File: src/hw/card_pkg.sv
// shared types and timing constants of the card interface sequencer
`default_nettype none
package card_pkg;
  // ==========================================================
  // timing
  localparam int unsigned CLK_PERIOD_NS     = 50;
  localparam int unsigned POR_DELAY_NS      = 10000000;
  localparam int unsigned POR_DELAY_CYC     = POR_DELAY_NS / CLK_PERIOD_NS;
  localparam int unsigned STEP_TIME_NS      = 10000;
  localparam int unsigned STEP_CYC          = STEP_TIME_NS / CLK_PERIOD_NS;
  localparam int unsigned RST_HOLD_CARD_CYC = 42000;

  // ==========================================================
  // card clock divider select codes {sel_a, sel_b}
  localparam logic [1:0] DIV_BY_8 = 2'h0;
  localparam logic [1:0] DIV_BY_4 = 2'h1;
  localparam logic [1:0] DIV_BY_1 = 2'h2;
  localparam logic [1:0] DIV_BY_2 = 2'h3;

  // ==========================================================
  // carriers
  typedef struct packed {
    logic activation_command_n;
    logic card_reset_request;
    logic card_voltage_select;
    logic clock_divider_sel_a;
    logic clock_divider_sel_b;
    logic card_clock_halt;
    logic halted_clock_level;
  } host_ctrl_t;

  typedef struct packed {
    logic card_present;
    logic digital_supply_ok;
    logic regulator_supply_ok;
    logic card_supply_ok;
    logic over_temperature;
    logic over_current;
  } supervisor_t;

  typedef struct packed {
    logic regulator_on;
    logic voltage_high;
    logic card_io_on;
    logic card_clock;
    logic card_reset;
  } card_out_t;

  typedef enum logic [7:0] {
    S_IDLE   = 8'h01,
    S_VCC_UP = 8'h02,
    S_IO_ON  = 8'h04,
    S_ACTIVE = 8'h08,
    S_D_RST  = 8'h10,
    S_D_CLK  = 8'h20,
    S_D_IO   = 8'h40,
    S_D_VCC  = 8'h80
  } seq_state_t;
endpackage : card_pkg
`default_nettype wire

File: src/hw/card_interface_sequencer.sv
// activation and deactivation sequencer of a smart-card interface
// ==========================================================
// Notes on behaviour
// - falling edge of activation request starts activation sequence
// - card reset follows request once sequencer enables
// - voltage select high chooses higher card supply
// - two select inputs choose card clock ratio
// - halt input high stops card clock
// - halted clock sits at chosen level
// - outside session interrupt shows card presence only
// - faults during session pull interrupt, start deactivation
// - digital and regulator supervisors monitored continuously, card supply once ramped during activation
// - any supervisor fault forces deactivation
// - regulator supply below card supply is fault
// - digital supply initialises sequencer, faults deactivate
// - sequencer switches card regulator on and off
// - over-temperature deactivates card and reports fault
// - 00 eighth, 01 quarter, 11 half, 10 undivided
// - activation ignored during power-on delay
// - card reset held low for card clock count
// - deactivate: reset, clock, io, then supply
`default_nettype none
module card_interface_sequencer #(
  parameter int unsigned POR_CYC  = card_pkg::POR_DELAY_CYC,
  parameter int unsigned RST_HOLD = card_pkg::RST_HOLD_CARD_CYC,
  parameter int unsigned STEP     = card_pkg::STEP_CYC
) (
  // clock and reset
  input  wire logic                 clk_i,
  input  wire logic                 rst_b_i,
  // host control and supervisors
  input  wire card_pkg::host_ctrl_t host_i,
  input  wire card_pkg::supervisor_t sup_i,
  input  wire logic                 oscillator_input_i,
  // card side
  output card_pkg::card_out_t       card_o,
  // open-drain interrupt, low when driven
  output logic                      interrupt_n_o,
  output logic                      interrupt_oe_o
);
  localparam int unsigned HW = $bits(card_pkg::host_ctrl_t);
  localparam int unsigned SW = $bits(card_pkg::supervisor_t);
  localparam int unsigned PW = $clog2(POR_CYC + 1);
  localparam int unsigned RW = $clog2(RST_HOLD + 1);
  localparam int unsigned TW = $clog2(STEP + 1);
  localparam logic [PW-1:0] POR_LAST = PW'(POR_CYC);
  localparam logic [RW-1:0] RST_LAST = RW'(RST_HOLD);
  localparam logic [TW-1:0] STEP_LAST = TW'(STEP - 1);

  // ==========================================================
  // input synchronisation
  logic [HW+SW:0]        sync_w;
  card_pkg::host_ctrl_t  host_s;
  card_pkg::supervisor_t sup_s;
  logic                  osc_s;

  sync_bank #(
    .W       (HW + SW + 1),
    // request line idles high, so reset shows no request and no edge
    .RST_VAL ({1'b1, {(HW + SW){1'b0}}})
  ) u_sync (
    .clk_i   (clk_i),
    .rst_b_i (rst_b_i),
    .async_i ({host_i, sup_i, oscillator_input_i}),
    .sync_o  (sync_w)
  );
  assign host_s = card_pkg::host_ctrl_t'(sync_w[HW+SW:SW+1]);
  assign sup_s  = card_pkg::supervisor_t'(sync_w[SW:1]);
  assign osc_s  = sync_w[0];

  // ==========================================================
  // state
  card_pkg::seq_state_t state_r;
  card_pkg::seq_state_t state_nxt;
  logic [PW-1:0]        por_cnt_r;
  logic [PW-1:0]        por_cnt_nxt;
  logic [TW-1:0]        step_cnt_r;
  logic [TW-1:0]        step_cnt_nxt;
  logic [RW-1:0]        rst_cnt_r;
  logic [RW-1:0]        rst_cnt_nxt;
  logic                 cmd_d_r;
  logic                 fault_r;
  logic                 fault_nxt;
  logic                 irq_n_r;
  logic                 irq_n_nxt;
  card_pkg::card_out_t  out_r;
  card_pkg::card_out_t  out_nxt;

  logic session;
  logic por_ready;
  logic step_done;
  logic in_activation;
  logic vcc_check;
  logic fault_now;
  logic start;
  logic card_clock_w;
  logic card_rise_w;
  logic clk_en;

  assign session   = ~host_s.activation_command_n;
  assign por_ready = (por_cnt_r == POR_LAST);
  assign step_done = (step_cnt_r >= STEP_LAST);
  assign in_activation = (state_r == card_pkg::S_VCC_UP)
                       | (state_r == card_pkg::S_IO_ON)
                       | (state_r == card_pkg::S_ACTIVE);
  // card supply is judged only once it has had time to ramp
  assign vcc_check = (state_r == card_pkg::S_IO_ON)
                   | (state_r == card_pkg::S_ACTIVE)
                   | ((state_r == card_pkg::S_VCC_UP) & step_done);
  assign fault_now = ~sup_s.card_present
                   | ~sup_s.digital_supply_ok
                   | ~sup_s.regulator_supply_ok
                   | (vcc_check & ~sup_s.card_supply_ok)
                   | sup_s.over_temperature
                   | sup_s.over_current;
  // activation is edge triggered on the falling request
  assign start = session & cmd_d_r & por_ready
               & sup_s.card_present & sup_s.digital_supply_ok
               & ~sup_s.over_temperature & sup_s.regulator_supply_ok;

  // ==========================================================
  // power-on delay
  always_comb begin
    if (!sup_s.digital_supply_ok) begin
      por_cnt_nxt = '0;
    end else if (!por_ready) begin
      por_cnt_nxt = por_cnt_r + PW'(1);
    end else begin
      por_cnt_nxt = por_cnt_r;
    end
  end

  always_ff @(posedge clk_i or negedge rst_b_i) begin
    if (!rst_b_i) begin
      por_cnt_r <= '0;
    end else begin
      por_cnt_r <= por_cnt_nxt;
    end
  end

  // ==========================================================
  // sequencer
  always_comb begin
    state_nxt = state_r;
    case (state_r)
      card_pkg::S_IDLE: begin
        if (start) begin
          state_nxt = card_pkg::S_VCC_UP;
        end
      end
      card_pkg::S_VCC_UP,
      card_pkg::S_IO_ON,
      card_pkg::S_ACTIVE: begin
        if (fault_now || !session) begin
          state_nxt = card_pkg::S_D_RST;
        end else if (step_done && state_r == card_pkg::S_VCC_UP) begin
          state_nxt = card_pkg::S_IO_ON;
        end else if (step_done && state_r == card_pkg::S_IO_ON) begin
          state_nxt = card_pkg::S_ACTIVE;
        end
      end
      card_pkg::S_D_RST: begin
        if (step_done) begin
          state_nxt = card_pkg::S_D_CLK;
        end
      end
      card_pkg::S_D_CLK: begin
        if (step_done) begin
          state_nxt = card_pkg::S_D_IO;
        end
      end
      card_pkg::S_D_IO: begin
        if (step_done) begin
          state_nxt = card_pkg::S_D_VCC;
        end
      end
      card_pkg::S_D_VCC: begin
        if (step_done) begin
          state_nxt = card_pkg::S_IDLE;
        end
      end
      default: state_nxt = card_pkg::S_IDLE;
    endcase

    if (state_nxt != state_r) begin
      step_cnt_nxt = '0;
    end else if (!step_done) begin
      step_cnt_nxt = step_cnt_r + TW'(1);
    end else begin
      step_cnt_nxt = step_cnt_r;
    end

    if (state_r != card_pkg::S_ACTIVE) begin
      rst_cnt_nxt = '0;
    end else if (card_rise_w && rst_cnt_r != RST_LAST) begin
      rst_cnt_nxt = rst_cnt_r + RW'(1);
    end else begin
      rst_cnt_nxt = rst_cnt_r;
    end

    // fault stays latched for the whole request
    fault_nxt = session & (fault_r | fault_now);
    if (session) begin
      irq_n_nxt = ~fault_nxt;
    end else begin
      irq_n_nxt = sup_s.card_present;
    end
  end

  always_ff @(posedge clk_i or negedge rst_b_i) begin
    if (!rst_b_i) begin
      state_r    <= card_pkg::S_IDLE;
      step_cnt_r <= '0;
      rst_cnt_r  <= '0;
      cmd_d_r    <= 1'b1;
      fault_r    <= 1'b0;
      irq_n_r    <= 1'b1;
    end else begin
      state_r    <= state_nxt;
      step_cnt_r <= step_cnt_nxt;
      rst_cnt_r  <= rst_cnt_nxt;
      cmd_d_r    <= host_s.activation_command_n;
      fault_r    <= fault_nxt;
      irq_n_r    <= irq_n_nxt;
    end
  end

  // ==========================================================
  // card signals
  assign clk_en = (state_r == card_pkg::S_ACTIVE)
                | (state_r == card_pkg::S_D_RST);

  card_clock_gen u_clk (
    .clk_i        (clk_i),
    .rst_b_i      (rst_b_i),
    .enable_i     (clk_en),
    .halt_i       (host_s.card_clock_halt),
    .halt_level_i (host_s.halted_clock_level),
    .div_sel_i    ({host_s.clock_divider_sel_a,
                    host_s.clock_divider_sel_b}),
    .osc_i        (osc_s),
    .card_clock_o (card_clock_w),
    .card_rise_o  (card_rise_w)
  );

  always_comb begin
    out_nxt.regulator_on = in_activation
                         | (state_r == card_pkg::S_D_RST)
                         | (state_r == card_pkg::S_D_CLK)
                         | (state_r == card_pkg::S_D_IO);
    // supply level may only change while the card is unpowered
    if (state_r == card_pkg::S_IDLE) begin
      out_nxt.voltage_high = host_s.card_voltage_select;
    end else begin
      out_nxt.voltage_high = out_r.voltage_high;
    end
    out_nxt.card_io_on = (state_r == card_pkg::S_IO_ON)
                       | (state_r == card_pkg::S_ACTIVE)
                       | (state_r == card_pkg::S_D_RST)
                       | (state_r == card_pkg::S_D_CLK);
    out_nxt.card_clock = 1'b0;
    out_nxt.card_reset = (state_r == card_pkg::S_ACTIVE)
                       & (rst_cnt_r == RST_LAST)
                       & host_s.card_reset_request;
  end

  always_ff @(posedge clk_i or negedge rst_b_i) begin
    if (!rst_b_i) begin
      out_r <= '0;
    end else begin
      out_r <= out_nxt;
    end
  end

  always_comb begin
    card_o            = out_r;
    card_o.card_clock = card_clock_w;
  end
  assign interrupt_n_o  = irq_n_r;
  assign interrupt_oe_o = ~irq_n_r;
endmodule : card_interface_sequencer
`default_nettype wire

File: src/hw/sync_bank.sv
// two-flop synchroniser bank for asynchronous level inputs
`default_nettype none
module sync_bank #(
  parameter int unsigned  W       = 1,
  // level both stages take in reset: the idle level of each pin
  parameter logic [W-1:0] RST_VAL = '0
) (
  // clock and reset
  input  wire logic         clk_i,
  input  wire logic         rst_b_i,
  // levels
  input  wire logic [W-1:0] async_i,
  output logic      [W-1:0] sync_o
);
  logic [W-1:0] meta_r;
  logic [W-1:0] meta_nxt;
  logic [W-1:0] sync_r;
  logic [W-1:0] sync_nxt;

  always_comb begin
    meta_nxt = async_i;
    sync_nxt = meta_r;
  end

  always_ff @(posedge clk_i or negedge rst_b_i) begin
    if (!rst_b_i) begin
      meta_r <= RST_VAL;
      sync_r <= RST_VAL;
    end else begin
      meta_r <= meta_nxt;
      sync_r <= sync_nxt;
    end
  end

  assign sync_o = sync_r;
endmodule : sync_bank
`default_nettype wire

File: src/hw/card_clock_gen.sv
// card clock divider with halt level
`default_nettype none
module card_clock_gen (
  // clock and reset
  input  wire logic       clk_i,
  input  wire logic       rst_b_i,
  // control
  input  wire logic       enable_i,
  input  wire logic       halt_i,
  input  wire logic       halt_level_i,
  input  wire logic [1:0] div_sel_i,
  input  wire logic       osc_i,
  // card clock
  output logic            card_clock_o,
  output logic            card_rise_o
);
  logic       osc_d_r;
  logic       clk_r;
  logic       clk_nxt;
  logic       rise_r;
  logic       rise_nxt;
  logic [1:0] cnt_r;
  logic [1:0] cnt_nxt;
  logic       osc_rise;

  // last count of oscillator rising edges in a half period of the card clock (edges minus one)
  function automatic logic [1:0] half_last(input logic [1:0] sel);
    case (sel)
      card_pkg::DIV_BY_8: half_last = 2'h3;
      card_pkg::DIV_BY_4: half_last = 2'h1;
      default:            half_last = 2'h0;
    endcase
  endfunction : half_last

  assign osc_rise = osc_i & ~osc_d_r;

  always_comb begin
    clk_nxt = clk_r;
    cnt_nxt = cnt_r;
    if (!enable_i) begin
      clk_nxt = 1'b0;
      cnt_nxt = 2'h0;
    end else if (halt_i) begin
      clk_nxt = halt_level_i;
      cnt_nxt = 2'h0;
    end else if (div_sel_i == card_pkg::DIV_BY_1) begin
      clk_nxt = osc_i;
    end else if (osc_rise) begin
      if (cnt_r >= half_last(div_sel_i)) begin
        clk_nxt = ~clk_r;
        cnt_nxt = 2'h0;
      end else begin
        cnt_nxt = cnt_r + 2'h1;
      end
    end
    rise_nxt = clk_nxt & ~clk_r & enable_i & ~halt_i;
  end

  always_ff @(posedge clk_i or negedge rst_b_i) begin
    if (!rst_b_i) begin
      osc_d_r <= 1'b0;
      clk_r   <= 1'b0;
      rise_r  <= 1'b0;
      cnt_r   <= 2'h0;
    end else begin
      osc_d_r <= osc_i;
      clk_r   <= clk_nxt;
      rise_r  <= rise_nxt;
      cnt_r   <= cnt_nxt;
    end
  end

  assign card_clock_o = clk_r;
  assign card_rise_o  = rise_r;
endmodule : card_clock_gen
`default_nettype wire

File: config.mk
export PLATFORM = sky130hd
export DESIGN_NAME = card_interface_sequencer
export DESIGN_NICKNAME = d
export VERILOG_FILES = /design/src/hw/card_pkg.sv /design/src/hw/card_interface_sequencer.sv /design/src/hw/sync_bank.sv /design/src/hw/card_clock_gen.sv
export SDC_FILE = /design/constraint.sdc
export NUM_CORES = 1
export LEC_CHECK = 0
export BUFFER_PORTS_ARGS = -buffer_cell sky130_fd_sc_hd__buf_2
export CAP_MARGIN = 10
export CORE_UTILIZATION = 35
export DETAILED_ROUTE_END_ITERATION = 10
export GPL_ROUTABILITY_DRIVEN = 0
export SYNTH_ARGS = -nofsm -noshare
export SYNTH_HDL_FRONTEND = slang
export SYNTH_SLANG_ARGS = --single-unit
File: constraint.sdc
create_clock -name clk_i -period 7.5 [get_ports clk_i]
set_clock_uncertainty 0.1 [all_clocks]
set_input_delay 0.75 -clock clk_i [delete_from_list [all_inputs] [get_ports clk_i]]
set_output_delay 0.75 -clock clk_i [all_outputs]
set_load 0.01 [all_outputs]
==> results.sh, run 1 <==
export IMPL_h_tree_depth=3
export IMPL_fin_setup_tns_ps=0
export IMPL_whs_ps=183
export IMPL_clk_insertion_delay_late_ps=350
export IMPL_wl_per_cell_um=14.1
export IMPL_fin_crit_sh_pct=37.7
export IMPL_worst_pin_slew_ps=870
export IMPL_crit_arrival_ps=2960
export IMPL_syn_to_final_growth_pct=11.9
export IMPL_status="finished, final reports clean"
export IMPL_synth_edff_count=0
export IMPL_syn_nets=436
export IMPL_cts_hold_buf=0
export IMPL_cap_violations=0
export IMPL_cp_max_fo=15
export IMPL_num_antenna_cells=0
export IMPL_irDropWorstVdd_v=0.000130
export IMPL_port_buffers=22
export IMPL_fmax_mhz=354
export IMPL_drtAntennaViolNets=0
export IMPL_core_area_mm2=0.0122
export IMPL_start_util_pct=36.5
export IMPL_initialDrtViolationCount=161
export IMPL_viasPerCell=5.15
export IMPL_path_clk_slew_ps=70
export IMPL_ctsResizeCount=0
export IMPL_grt_first_pass_wirelength_um=15200
export IMPL_grtUsageTotal_pct=14.8
export IMPL_num_vias=3123
export IMPL_power_per_cell_area_mw_per_mm2=191
export IMPL_post_cts_buffers=0
export IMPL_cp_start_kind="flop"
export IMPL_grt_pass1_vias=3163
export IMPL_leakagePower_nw=2.06
export IMPL_routed_wl_um=8520
export IMPL_grt_max_degree=70
export IMPL_layout_min_cycle_time_ps=2830
export IMPL_ctsLongestPathBuffers=2
export IMPL_die_x_um=115
export IMPL_endpoint_kind="flop"
export IMPL_grt_overflow=0
export IMPL_io_pin_count=23
export IMPL_drt_pass1_iter_count=4
export IMPL_synth_cells=413
export IMPL_final_cell_mix="dfrtp_1, nor2_1, nand2_1"
export IMPL_final_net_count=456
export IMPL_synth_warnings=0
export IMPL_crit_type="flop to flop"
export IMPL_layout_drive_gt1_share_pct=16.2
export IMPL_synth_seq_cells=90
export IMPL_cts_sinks=90
export IMPL_synth_avg_cell_area_um2=10.8
export IMPL_grt_antenna_before_repair=0
export IMPL_critPathRequiredTime_ps=7630
export IMPL_hold_class="input port to async pin"
export IMPL_place_hpwl_um=5920
export IMPL_placementRows=40
export IMPL_ys_types=66
export IMPL_slew_limit_headroom_pct=42.0
export IMPL_seq_area_frac_synth_pct=50.7
export IMPL_synth_flop_cell="dfrtp_1"
export IMPL_cts_tree="done"
export IMPL_finalSetupViolCount=0
export IMPL_layout_commonest_cell="dfrtp_1"
export IMPL_rsz0062_at_grt="false"
export IMPL_cts_made_buffers=9
export IMPL_cts_root_buf="clkbuf_16"
export IMPL_die_area_mm2=0.0132
export IMPL_synthArstFlopShare_pct=100
export IMPL_chipHeight_um=115
export IMPL_slew_violations=0
export IMPL_drc=0
export IMPL_hold_viol=0
export IMPL_syn_cell_area_mm2=0.00445
==> synthesized netlist by cell type (3+ instances only) <==
master / count / area [µm²]
ha_1: 7 / 87.6
nor4b_2: 3 / 45.0
buf_2: 7 / 35.0
nor2_1: 31 / 116
or4b_1: 3 / 30.0
o21ai_0: 14 / 70.1
nand2_1: 31 / 116
xnor2_1: 25 / 219
and2_1: 15 / 93.8
dfstp_2: 5 / 131
inv_1: 9 / 33.8
nor2b_1: 9 / 56.3
nand4_1: 8 / 50.1
clkbuf_1: 3 / 11.3
xor2_1: 11 / 96.3
and3_1: 13 / 81.3
nor4_1: 15 / 93.8
nand4b_1: 7 / 61.3
a21o_1: 5 / 37.5
a21oi_1: 15 / 75.1
nor3_1: 11 / 55.1
dfrtp_1: 85 / 2130
nand3_1: 17 / 85.1
or3_1: 3 / 18.8
a31oi_1: 4 / 25.0
==> state kept, by name, summed over array words and instances (netlist names) <==
register	count
cmd_d_r	1
card_o	4
u_clk.card_clock_o	1
u_clk.osc_d_r	1
por_cnt_r	18
rst_cnt_r	16
step_cnt_r	8
state_r	8
u_sync.meta_r	14
u_clk.cnt_r	2
fault_r	1
u_sync.sync_o	14
u_clk.card_rise_o	1
interrupt_n_o	1
==> final timing paths <==
check / cells after the start / from / end / slack [ps]
min in group clk_i: 0 / u_sync.meta_r[4]$_DFF_PN0_ / u_sync.sync_o[4]$_DFF_PN0_ / 250
worst max-delay path: 7 / step_cnt_r[0]$_DFFE_PN0P_ / step_cnt_r[5]$_DFFE_PN0P_ / 4670
worst max register to register: 7 / step_cnt_r[0]$_DFFE_PN0P_ / step_cnt_r[5]$_DFFE_PN0P_ / 4670
max in group asynchronous: 2 / rst_b_i / card_o[3]$_DFFE_PN0P_ / 5950
worst min register to register: 0 / u_sync.meta_r[4]$_DFF_PN0_ / u_sync.sync_o[4]$_DFF_PN0_ / 250
worst min-delay path: 1 / rst_b_i / rst_cnt_r[15]$_DFFE_PN0P_ / 180
==> power by group <==
group	switching, W	internal (W)
clock network	0.000194	0.000229
logic	0.0000164	0.00000977
registers	0.00000692	0.000497
==> critical path, stage by stage, from the launching register on <==
cell and delay, ps:
dfrtp_1 400, ha_1 260, a2111o_1 400, nand3_1 420, a21oi_1 250, o221ai_1 280, o221ai_2 240, nor4_1 350
==> through the flow <==
stage	cell area [µm²]	cells	setup WS (ps)	util, %	total power, W
finish	4980	606	4670	40.8	0.000952
global route	4980	606	4450	40.8	0.000993
CTS	4980	606	4670	40.8	0.000970
detailed placement	4700	590	4700	38.5	0.000540
global placement	4700	590	4850	38.5	0.000539
floorplan	4450	413	5140	-	0.000521
==> per-layer routing <==
metal | GRT usage [%] | vias to the layer above | routed length, µm
li1 | - | 1526 | -
met1 | 19.1 | 1532 | 4060
met2 | 23.4 | 55 | 4030
met4 | 8.23 | 0 | 169
met5 | 0 | - | 0
met3 | 3.16 | 10 | 263
==> layout make-up <==
class	count	area, µm²
Clock buffer	10	229
Clock inverter	6	48.8
Fill cell	1172	7230
Inverter	9	33.8
Multi-Input combinational cell	300	2080
Sequential cell	90	2260
Tap cell	168	210
Timing Repair Buffer	23	120
==> cell families after synthesis <==
group,synth area share (%)
compound gates,11.4
xor+xnor,7.08
fa+ha+maj,1.97
buf+inv,2.56
flops,50.7
mux,1.46
simple gates,24.8
Note: power is estimated with default switching activity, not from simulation.
==> inputs of run 2 (changes only) <==
--- a/config.mk
+++ b/config.mk
@@ -5,6 +5,7 @@
 export SDC_FILE = /design/constraint.sdc
 export NUM_CORES = 1
 export LEC_CHECK = 0
+export ABC_AREA = 1
 export BUFFER_PORTS_ARGS = -buffer_cell sky130_fd_sc_hd__buf_2
 export CAP_MARGIN = 10
 export CORE_UTILIZATION = 35
==> constraint.sdc (replaced) <==
create_clock -name clk_i -period 2.3 [get_ports clk_i]
set_clock_uncertainty 0.1 [all_clocks]
set_input_delay 0.23 -clock clk_i [delete_from_list [all_inputs] [get_ports clk_i]]
set_output_delay 0.23 -clock clk_i [all_outputs]
set_load 0.01 [all_outputs]
==> run 2 against run 1 <==
Effect of this change:
- count of clock-buffer cells in the layout unchanged
- worst setup slack got worse by 4500 ps
- sequential power grew to 3.3 times the previous value
- worst hold slack better by 63 ps
- largest power group unchanged
- wire length decreased by 0.38%
- core utilization is 2.3 points higher
- first-iteration DRC count up 19%
- area after synthesis fell by 2.8%
==> results.sh, run 2 <==
export IMPL_drt_pass1_iter_count=4
export IMPL_cp_max_fo=8
export IMPL_largest_reg_flops=18
export IMPL_crit_arrival_ps=2300
export IMPL_seq_area_frac_synth_pct=52.2
export IMPL_grt_antenna_before_repair=0
export IMPL_initialDrtViolationCount=192
export IMPL_h_tree_depth=3
export IMPL_placementRows=40
export IMPL_finalSetupViolCount=0
export IMPL_grt_first_pass_wirelength_um=15100
export IMPL_drtAntennaViolNets=0
export IMPL_grt_overflow=0
export IMPL_ctsLongestPathBuffers=2
export IMPL_drc=0
export IMPL_synth_seq_cells=90
export IMPL_reg_top3="por_cnt_r (18), rst_cnt_r (16)"
export IMPL_hold_viol=0
export IMPL_whs_ps=246
export IMPL_chipHeight_um=113
export IMPL_cts_made_buffers=9
export IMPL_synth_most_common_cell="nand2_1"
export IMPL_grt_max_degree=44
export IMPL_num_vias=3406
export IMPL_synth_top_area_share_pct=49.1
export IMPL_fin_crit_sh_pct=92.5
export IMPL_num_antenna_cells=0
export IMPL_crit_family="simple AND/OR/NAND/NOR gates"
export IMPL_die_x_um=113
export IMPL_final_net_count=576
export IMPL_place_hpwl_um=6180
export IMPL_layout_min_cycle_time_ps=2130
export IMPL_syn_to_final_growth_pct=19.6
export IMPL_core_area_mm2=0.0120
export IMPL_layout_drive_gt1_share_pct=19.2
export IMPL_synth_cells=499
export IMPL_port_buffers=22
export IMPL_crit_chain="nor2_4 > nand2_4 > nor2_1 > nor2_4 > nand2_1 > nand2_2 > nand3_2 > inv_2 > nand3_1 > nand2_1 > nor2_2 > nand3_4 > nor2_2"
export IMPL_ys_types=46
export IMPL_synthArstFlopShare_pct=100
export IMPL_synth_warnings=0
export IMPL_grt_pass1_vias=3433
export IMPL_max_stage_delay_ps=450
export IMPL_power_per_cell_area_mw_per_mm2=640
export IMPL_cts_root_buf="clkbuf_16"
export IMPL_synth_flop_cell="dfrtp_1"
export IMPL_fmax_mhz=470
export IMPL_synth_area_leaders="dfrtp_1, nand2_1, inv_1"
export IMPL_hold_class="flop to flop"
export IMPL_path_clk_slew_ps=70
export IMPL_grtUsageTotal_pct=14.8
export IMPL_synth_top_cell_by_area="dfrtp_1"
export IMPL_syn_nets=522
export IMPL_io_pin_count=23
export IMPL_endpoint_kind="flop"
export IMPL_cts_tree="done"
export IMPL_irDropWorstVdd_v=0.000410
export IMPL_synth_avg_cell_area_um2=8.68
export IMPL_worst_pin_slew_ps=551
export IMPL_layout_commonest_cell="dfrtp_1"
export IMPL_start_util_pct=36.1
export IMPL_fin_setup_tns_ps=0
export IMPL_die_area_mm2=0.0128
export IMPL_slew_limit_headroom_pct=62.9
export IMPL_cts_sinks=90
export IMPL_final_cell_mix="dfrtp_1, nand2_1, inv_1"
export IMPL_critPathRequiredTime_ps=2470
export IMPL_slowest_stage="dfrtp_1"
export IMPL_leakagePower_nw=2.38
export IMPL_top_register="por_cnt_r"
export IMPL_cp_start_kind="flop"
export IMPL_synth_commonest_cells="nand2_1, dfrtp_1, inv_1"
export IMPL_syn_cell_area_mm2=0.00433
export IMPL_slew_violations=0
export IMPL_viasPerCell=4.83
export IMPL_status="finished, final reports clean"
export IMPL_cp_buffers_inverters=1
export IMPL_rsz0062_at_grt="false"
export IMPL_wl_per_cell_um=12.0
export IMPL_cap_violations=0
export IMPL_routed_wl_um=8490
export IMPL_crit_type="flop to flop"
export IMPL_clk_insertion_delay_late_ps=340
export IMPL_synth_edff_count=0
run 2: changes by cell type in the layout (fill, tap and decap cells not counted), moves of 15 or more:
cell | before | now
inv_1 | 9 | 65
nand2_1 | 31 | 82
nor2_1 | 31 | 60
xnor2_1 | 25 | 3
and2_1 | 15 | 0
dlygate4sd3_1 | 0 | 15
run 2: report_power, final:
part	switching (W)	total (W)	internal [W]
Combinational	0.0000671	0.000116	0.0000493
Clock	0.000609	0.00156	0.000956
Sequential	0.0000158	0.00164	0.00162
run 2: cell families (layout without fill, tap and decap cells):
| kind of cell | Yosys count | after routing | share of synthesized area, % |
|---|---|---|---|
| fa+ha+maj | 7 | 7 | 2.02 |
| compound gates | 61 | 61 | 8.38 |
| mux | 2 | 2 | 0.491 |
| simple gates | 251 | 251 | 27.9 |
| flops | 90 | 90 | 52.2 |
| buf+inv | 79 | 138 | 7.25 |
| xor+xnor | 9 | 9 | 1.82 |
run 2: area by class of cell:
| cell class | count | area (µm²) |
|---|---|---|
| clock buffer | 10 | 229 |
| clock inverter | 6 | 90.1 |
| fill | 1157 | 6830 |
| inverter | 73 | 279 |
| multi-input combinational | 330 | 1790 |
| sequential | 90 | 2260 |
| tap | 147 | 184 |
| timing repair buffer | 49 | 353 |
run 2: stage by stage:
step           cell area [µm²]  setup slack [ps]  total power [W]  util [%]  std cells
6_report                  5180               172          0.00332      43.1        705
5_1_grt                   5180              11.5          0.00346      43.1        705
4_1_cts                   5140              47.0          0.00337      42.8        703
3_5_place_dp              4670              58.2          0.00176      38.9        672
3_3_place_gp              4670               172          0.00176      38.9        672
2_1_floorplan             4330               283          0.00170         -        499
run 2: path summary, 6_finish.rpt:
path | end | cells after the start | from | slack, ps
max | step_cnt_r[7]$_DFFE_PN0P_ | 13 | state_r[5]$_DFF_PN0_ | 170
min | u_sync.sync_o[6]$_DFF_PN0_ | 0 | u_sync.meta_r[6]$_DFF_PN0_ | 250
max reg2reg | step_cnt_r[7]$_DFFE_PN0P_ | 13 | state_r[5]$_DFF_PN0_ | 170
min reg2reg | u_sync.sync_o[6]$_DFF_PN0_ | 0 | u_sync.meta_r[6]$_DFF_PN0_ | 250
max in group asynchronous | state_r[0]$_DFF_PN1_ | 3 | rst_b_i | 1100
min in group asynchronous | rst_cnt_r[6]$_DFFE_PN0P_ | 2 | rst_b_i | 310
run 2: layer usage:
layer / GRT usage [%] / wire length [µm] / part of all wire, %
met5: 0 / 0 / 0
met3: 2.79 / 236 / 2.8
met4: 7.63 / 178 / 2.1
met1: 18.5 / 4040 / 48
met2: 24.4 / 4040 / 48
run 2: what timing repair did:
action,4_1_cts,5_1_grt
hold buffers,15,0
setup buffers,0,2
gates resized for setup,0,9
endpoints found under the setup margin,0,14
hold endpoints to repair,50,0
==> inputs of run 3 (changes only) <==
--- a/config.mk
+++ b/config.mk
@@ -6,11 +6,12 @@
 export NUM_CORES = 1
 export LEC_CHECK = 0
 export ABC_AREA = 1
-export BUFFER_PORTS_ARGS = -buffer_cell sky130_fd_sc_hd__buf_2
+export BUFFER_PORTS_ARGS = -buffer_cell sky130_fd_sc_hd__buf_4
 export CAP_MARGIN = 10
 export CORE_UTILIZATION = 35
 export DETAILED_ROUTE_END_ITERATION = 10
 export GPL_ROUTABILITY_DRIVEN = 0
+export GPL_TIMING_DRIVEN = 0
 export SYNTH_ARGS = -nofsm -noshare
 export SYNTH_HDL_FRONTEND = slang
 export SYNTH_SLANG_ARGS = --single-unit
==> run 3 against run 2 <==
Effect of this change:
- worst setup slack got worse by 7.6 ps
- largest power group unchanged
- largest cell class unchanged
- register-to-register slack is essentially flat
- flip-flop and latch count is the same
- die area stayed put
==> results.sh, run 3 (synthesis results as in run 2) <==
export IMPL_slew_violations=0
export IMPL_start_util_pct=36.1
export IMPL_slew_limit_headroom_pct=66.8
export IMPL_viasPerCell=4.76
export IMPL_worst_pin_slew_ps=493
export IMPL_p_int_w=0.00252
export IMPL_seq_power_share_pct=50.9
export IMPL_place_hpwl_um=5710
export IMPL_max_stage_delay_ps=450
export IMPL_layout_commonest_cell="dfrtp_1"
export IMPL_initialDrtViolationCount=199
export IMPL_grt_max_degree=91
export IMPL_endpoint_kind="flop"
export IMPL_crit_arrival_ps=2310
export IMPL_drtAntennaViolNets=0
export IMPL_crit_family="simple AND/OR/NAND/NOR gates"
export IMPL_swShare_pct=21.4
export IMPL_crit_type="flop to flop"
export IMPL_cp_common_cell="nor2_4"
export IMPL_routed_wl_um=8250
export IMPL_fmax_mhz=468
export IMPL_cts_sinks=90
export IMPL_p_clk_share_pct=45.0
export IMPL_cts_tree="done"
export IMPL_num_vias=3364
export IMPL_grt_antenna_before_repair=0
export IMPL_cp_buffers_inverters=3
export IMPL_total_power_w=0.00321
export IMPL_finalSetupViolCount=0
export IMPL_path_clk_slew_ps=70
export IMPL_fin_setup_tns_ps=0
export IMPL_cts_root_buf="clkbuf_16"
export IMPL_cap_violations=0
export IMPL_clk_insertion_delay_late_ps=350
export IMPL_top_register="por_cnt_r"
export IMPL_num_antenna_cells=0
export IMPL_slowest_stage="dfrtp_1"
export IMPL_p_sw_w=0.000688
export IMPL_grt_pass1_vias=3242
export IMPL_port_buffers=22
export IMPL_critPathRequiredTime_ps=2480
export IMPL_n_fill_cell=1172
export IMPL_power_frac_comb_pct=4.1
export IMPL_power_per_cell_area_mw_per_mm2=612
export IMPL_io_pin_count=23
export IMPL_placementRows=40
export IMPL_chipHeight_um=113
export IMPL_h_tree_depth=3
export IMPL_cp_start_kind="flop"
export IMPL_drc=0
export IMPL_fin_crit_sh_pct=92.9
export IMPL_final_net_count=577
export IMPL_hold_viol=0
export IMPL_ctsLongestPathBuffers=2
export IMPL_layout_min_cycle_time_ps=2140
export IMPL_die_area_mm2=0.0128
export IMPL_largest_reg_flops=18
export IMPL_final_cell_mix="dfrtp_1, nand2_1, inv_1"
export IMPL_reg_top3="por_cnt_r (18), rst_cnt_r (16)"
export IMPL_finish_utilization_pct=43.6
export IMPL_leakagePower_nw=2.39
export IMPL_drt_pass1_iter_count=4
export IMPL_cts_made_buffers=9
export IMPL_cp_max_fo=10
export IMPL_hold_class="flop to flop"
export IMPL_status="finished, final reports clean"
export IMPL_die_x_um=113
export IMPL_core_area_mm2=0.0120
export IMPL_crit_chain="nor2_4 > nand2_4 > nor2_4 > buf_6 > inv_6 > nand3_4 > nand2_2 > inv_2 > nand2_2 > nor2_2 > o21ai_2 > nor2_4 > nand3_4 > nor2_2"
export IMPL_irDropWorstVdd_v=0.000413
export IMPL_syn_to_final_growth_pct=21.0
export IMPL_wl_per_cell_um=11.7
export IMPL_grtUsageTotal_pct=14.1
export IMPL_multi_input_area_mm2=0.00180
export IMPL_ff_latch_area_mm2=0.00226
export IMPL_grt_overflow=0
export IMPL_layout_drive_gt1_share_pct=19.3
export IMPL_grt_first_pass_wirelength_um=14400
==> run 3: cell types whose count changed in the layout (fill, tap and decap cells not counted), moves of 2 or more <==
cell / change
clkbuf_1: +2
buf_2: -21
buf_4: +16
nand2_2: +2
nand2_1: -2
clkinv_2: +2
==> run 3: final timing paths <==
| kind | startpoint | endpoint | slack (ps) | cells after the start |
|---|---|---|---|---|
| max | state_r[5]$_DFF_PN0_ | step_cnt_r[1]$_DFFE_PN0P_ | 160 | 14 |
| min | u_sync.meta_r[1]$_DFF_PN0_ | u_sync.sync_o[1]$_DFF_PN0_ | 250 | 0 |
| max reg2reg | state_r[5]$_DFF_PN0_ | step_cnt_r[1]$_DFFE_PN0P_ | 160 | 14 |
| min reg2reg | u_sync.meta_r[1]$_DFF_PN0_ | u_sync.sync_o[1]$_DFF_PN0_ | 250 | 0 |
| max in group asynchronous | rst_b_i | interrupt_n_o$_DFF_PN1_ | 1170 | 3 |
| min in group asynchronous | rst_b_i | rst_cnt_r[15]$_DFFE_PN0P_ | 260 | 2 |
==> run 3: worst reg2reg max path: cells and delay by family (launching register included) <==
| family | cells | cell delay, ps |
|---|---|---|
| AOI/OAI and AO/OA | 1 | 70 |
| DFF | 1 | 450 |
| and+or+nand+nor | 10 | 1180 |
| buffers and inverters | 3 | 270 |
==> run 3: power groups by stage <==
stage / Sequential, W / Clock [W] / Combinational [W]
2_1_floorplan: 0.00166 / 0 / 0.0000388
3_3_place_gp: 0.00166 / 0 / 0.000103
3_5_place_dp: 0.00166 / 0 / 0.000104
4_1_cts: 0.00163 / 0.00149 / 0.000123
5_1_grt: 0.00164 / 0.00156 / 0.000153
6_report: 0.00163 / 0.00144 / 0.000132
==> run 3: routing by layer <==
metal / up-vias / routed length, µm / global-route usage (%)
met5: - / 0 / 0
met4: 0 / 155 / 4.91
met3: 11 / 276 / 4.39
met2: 52 / 3850 / 22.7
met1: 1562 / 3970 / 18.1
li1: 1739 / - / -
==> run 3: layout make-up <==
type	instances	share of cell area [%]
well taps	147	3.51
plain buffers	6	0.716
repair buffers	44	7.40
clock inverters	7	1.34
inverters	73	5.32
flip-flops and latches	90	43.1
clock buffers	9	4.30
multi-input cells	330	34.3
==> run 3: through the flow <==
stage                     instance area (µm²)  hold slack [ps]  instances  worst slack, ps
after global placement                   4680              233        668             67.5
final                                    5240              248        706              164
after detailed placement                 4680              235        668             40.4
after CTS                                5110             56.7        698             31.9
after floorplan                          4330             -166        499              283
after global routing                     5240              254        706            -19.1
==> run 3: repair_timing <==
action / in CTS / in global routing
hold buffers: 14 / 1
gates resized for setup: 0 / 13
hold endpoints to repair: 14 / 27
setup endpoints to repair: 0 / 15
buffers inserted: 0 / 6
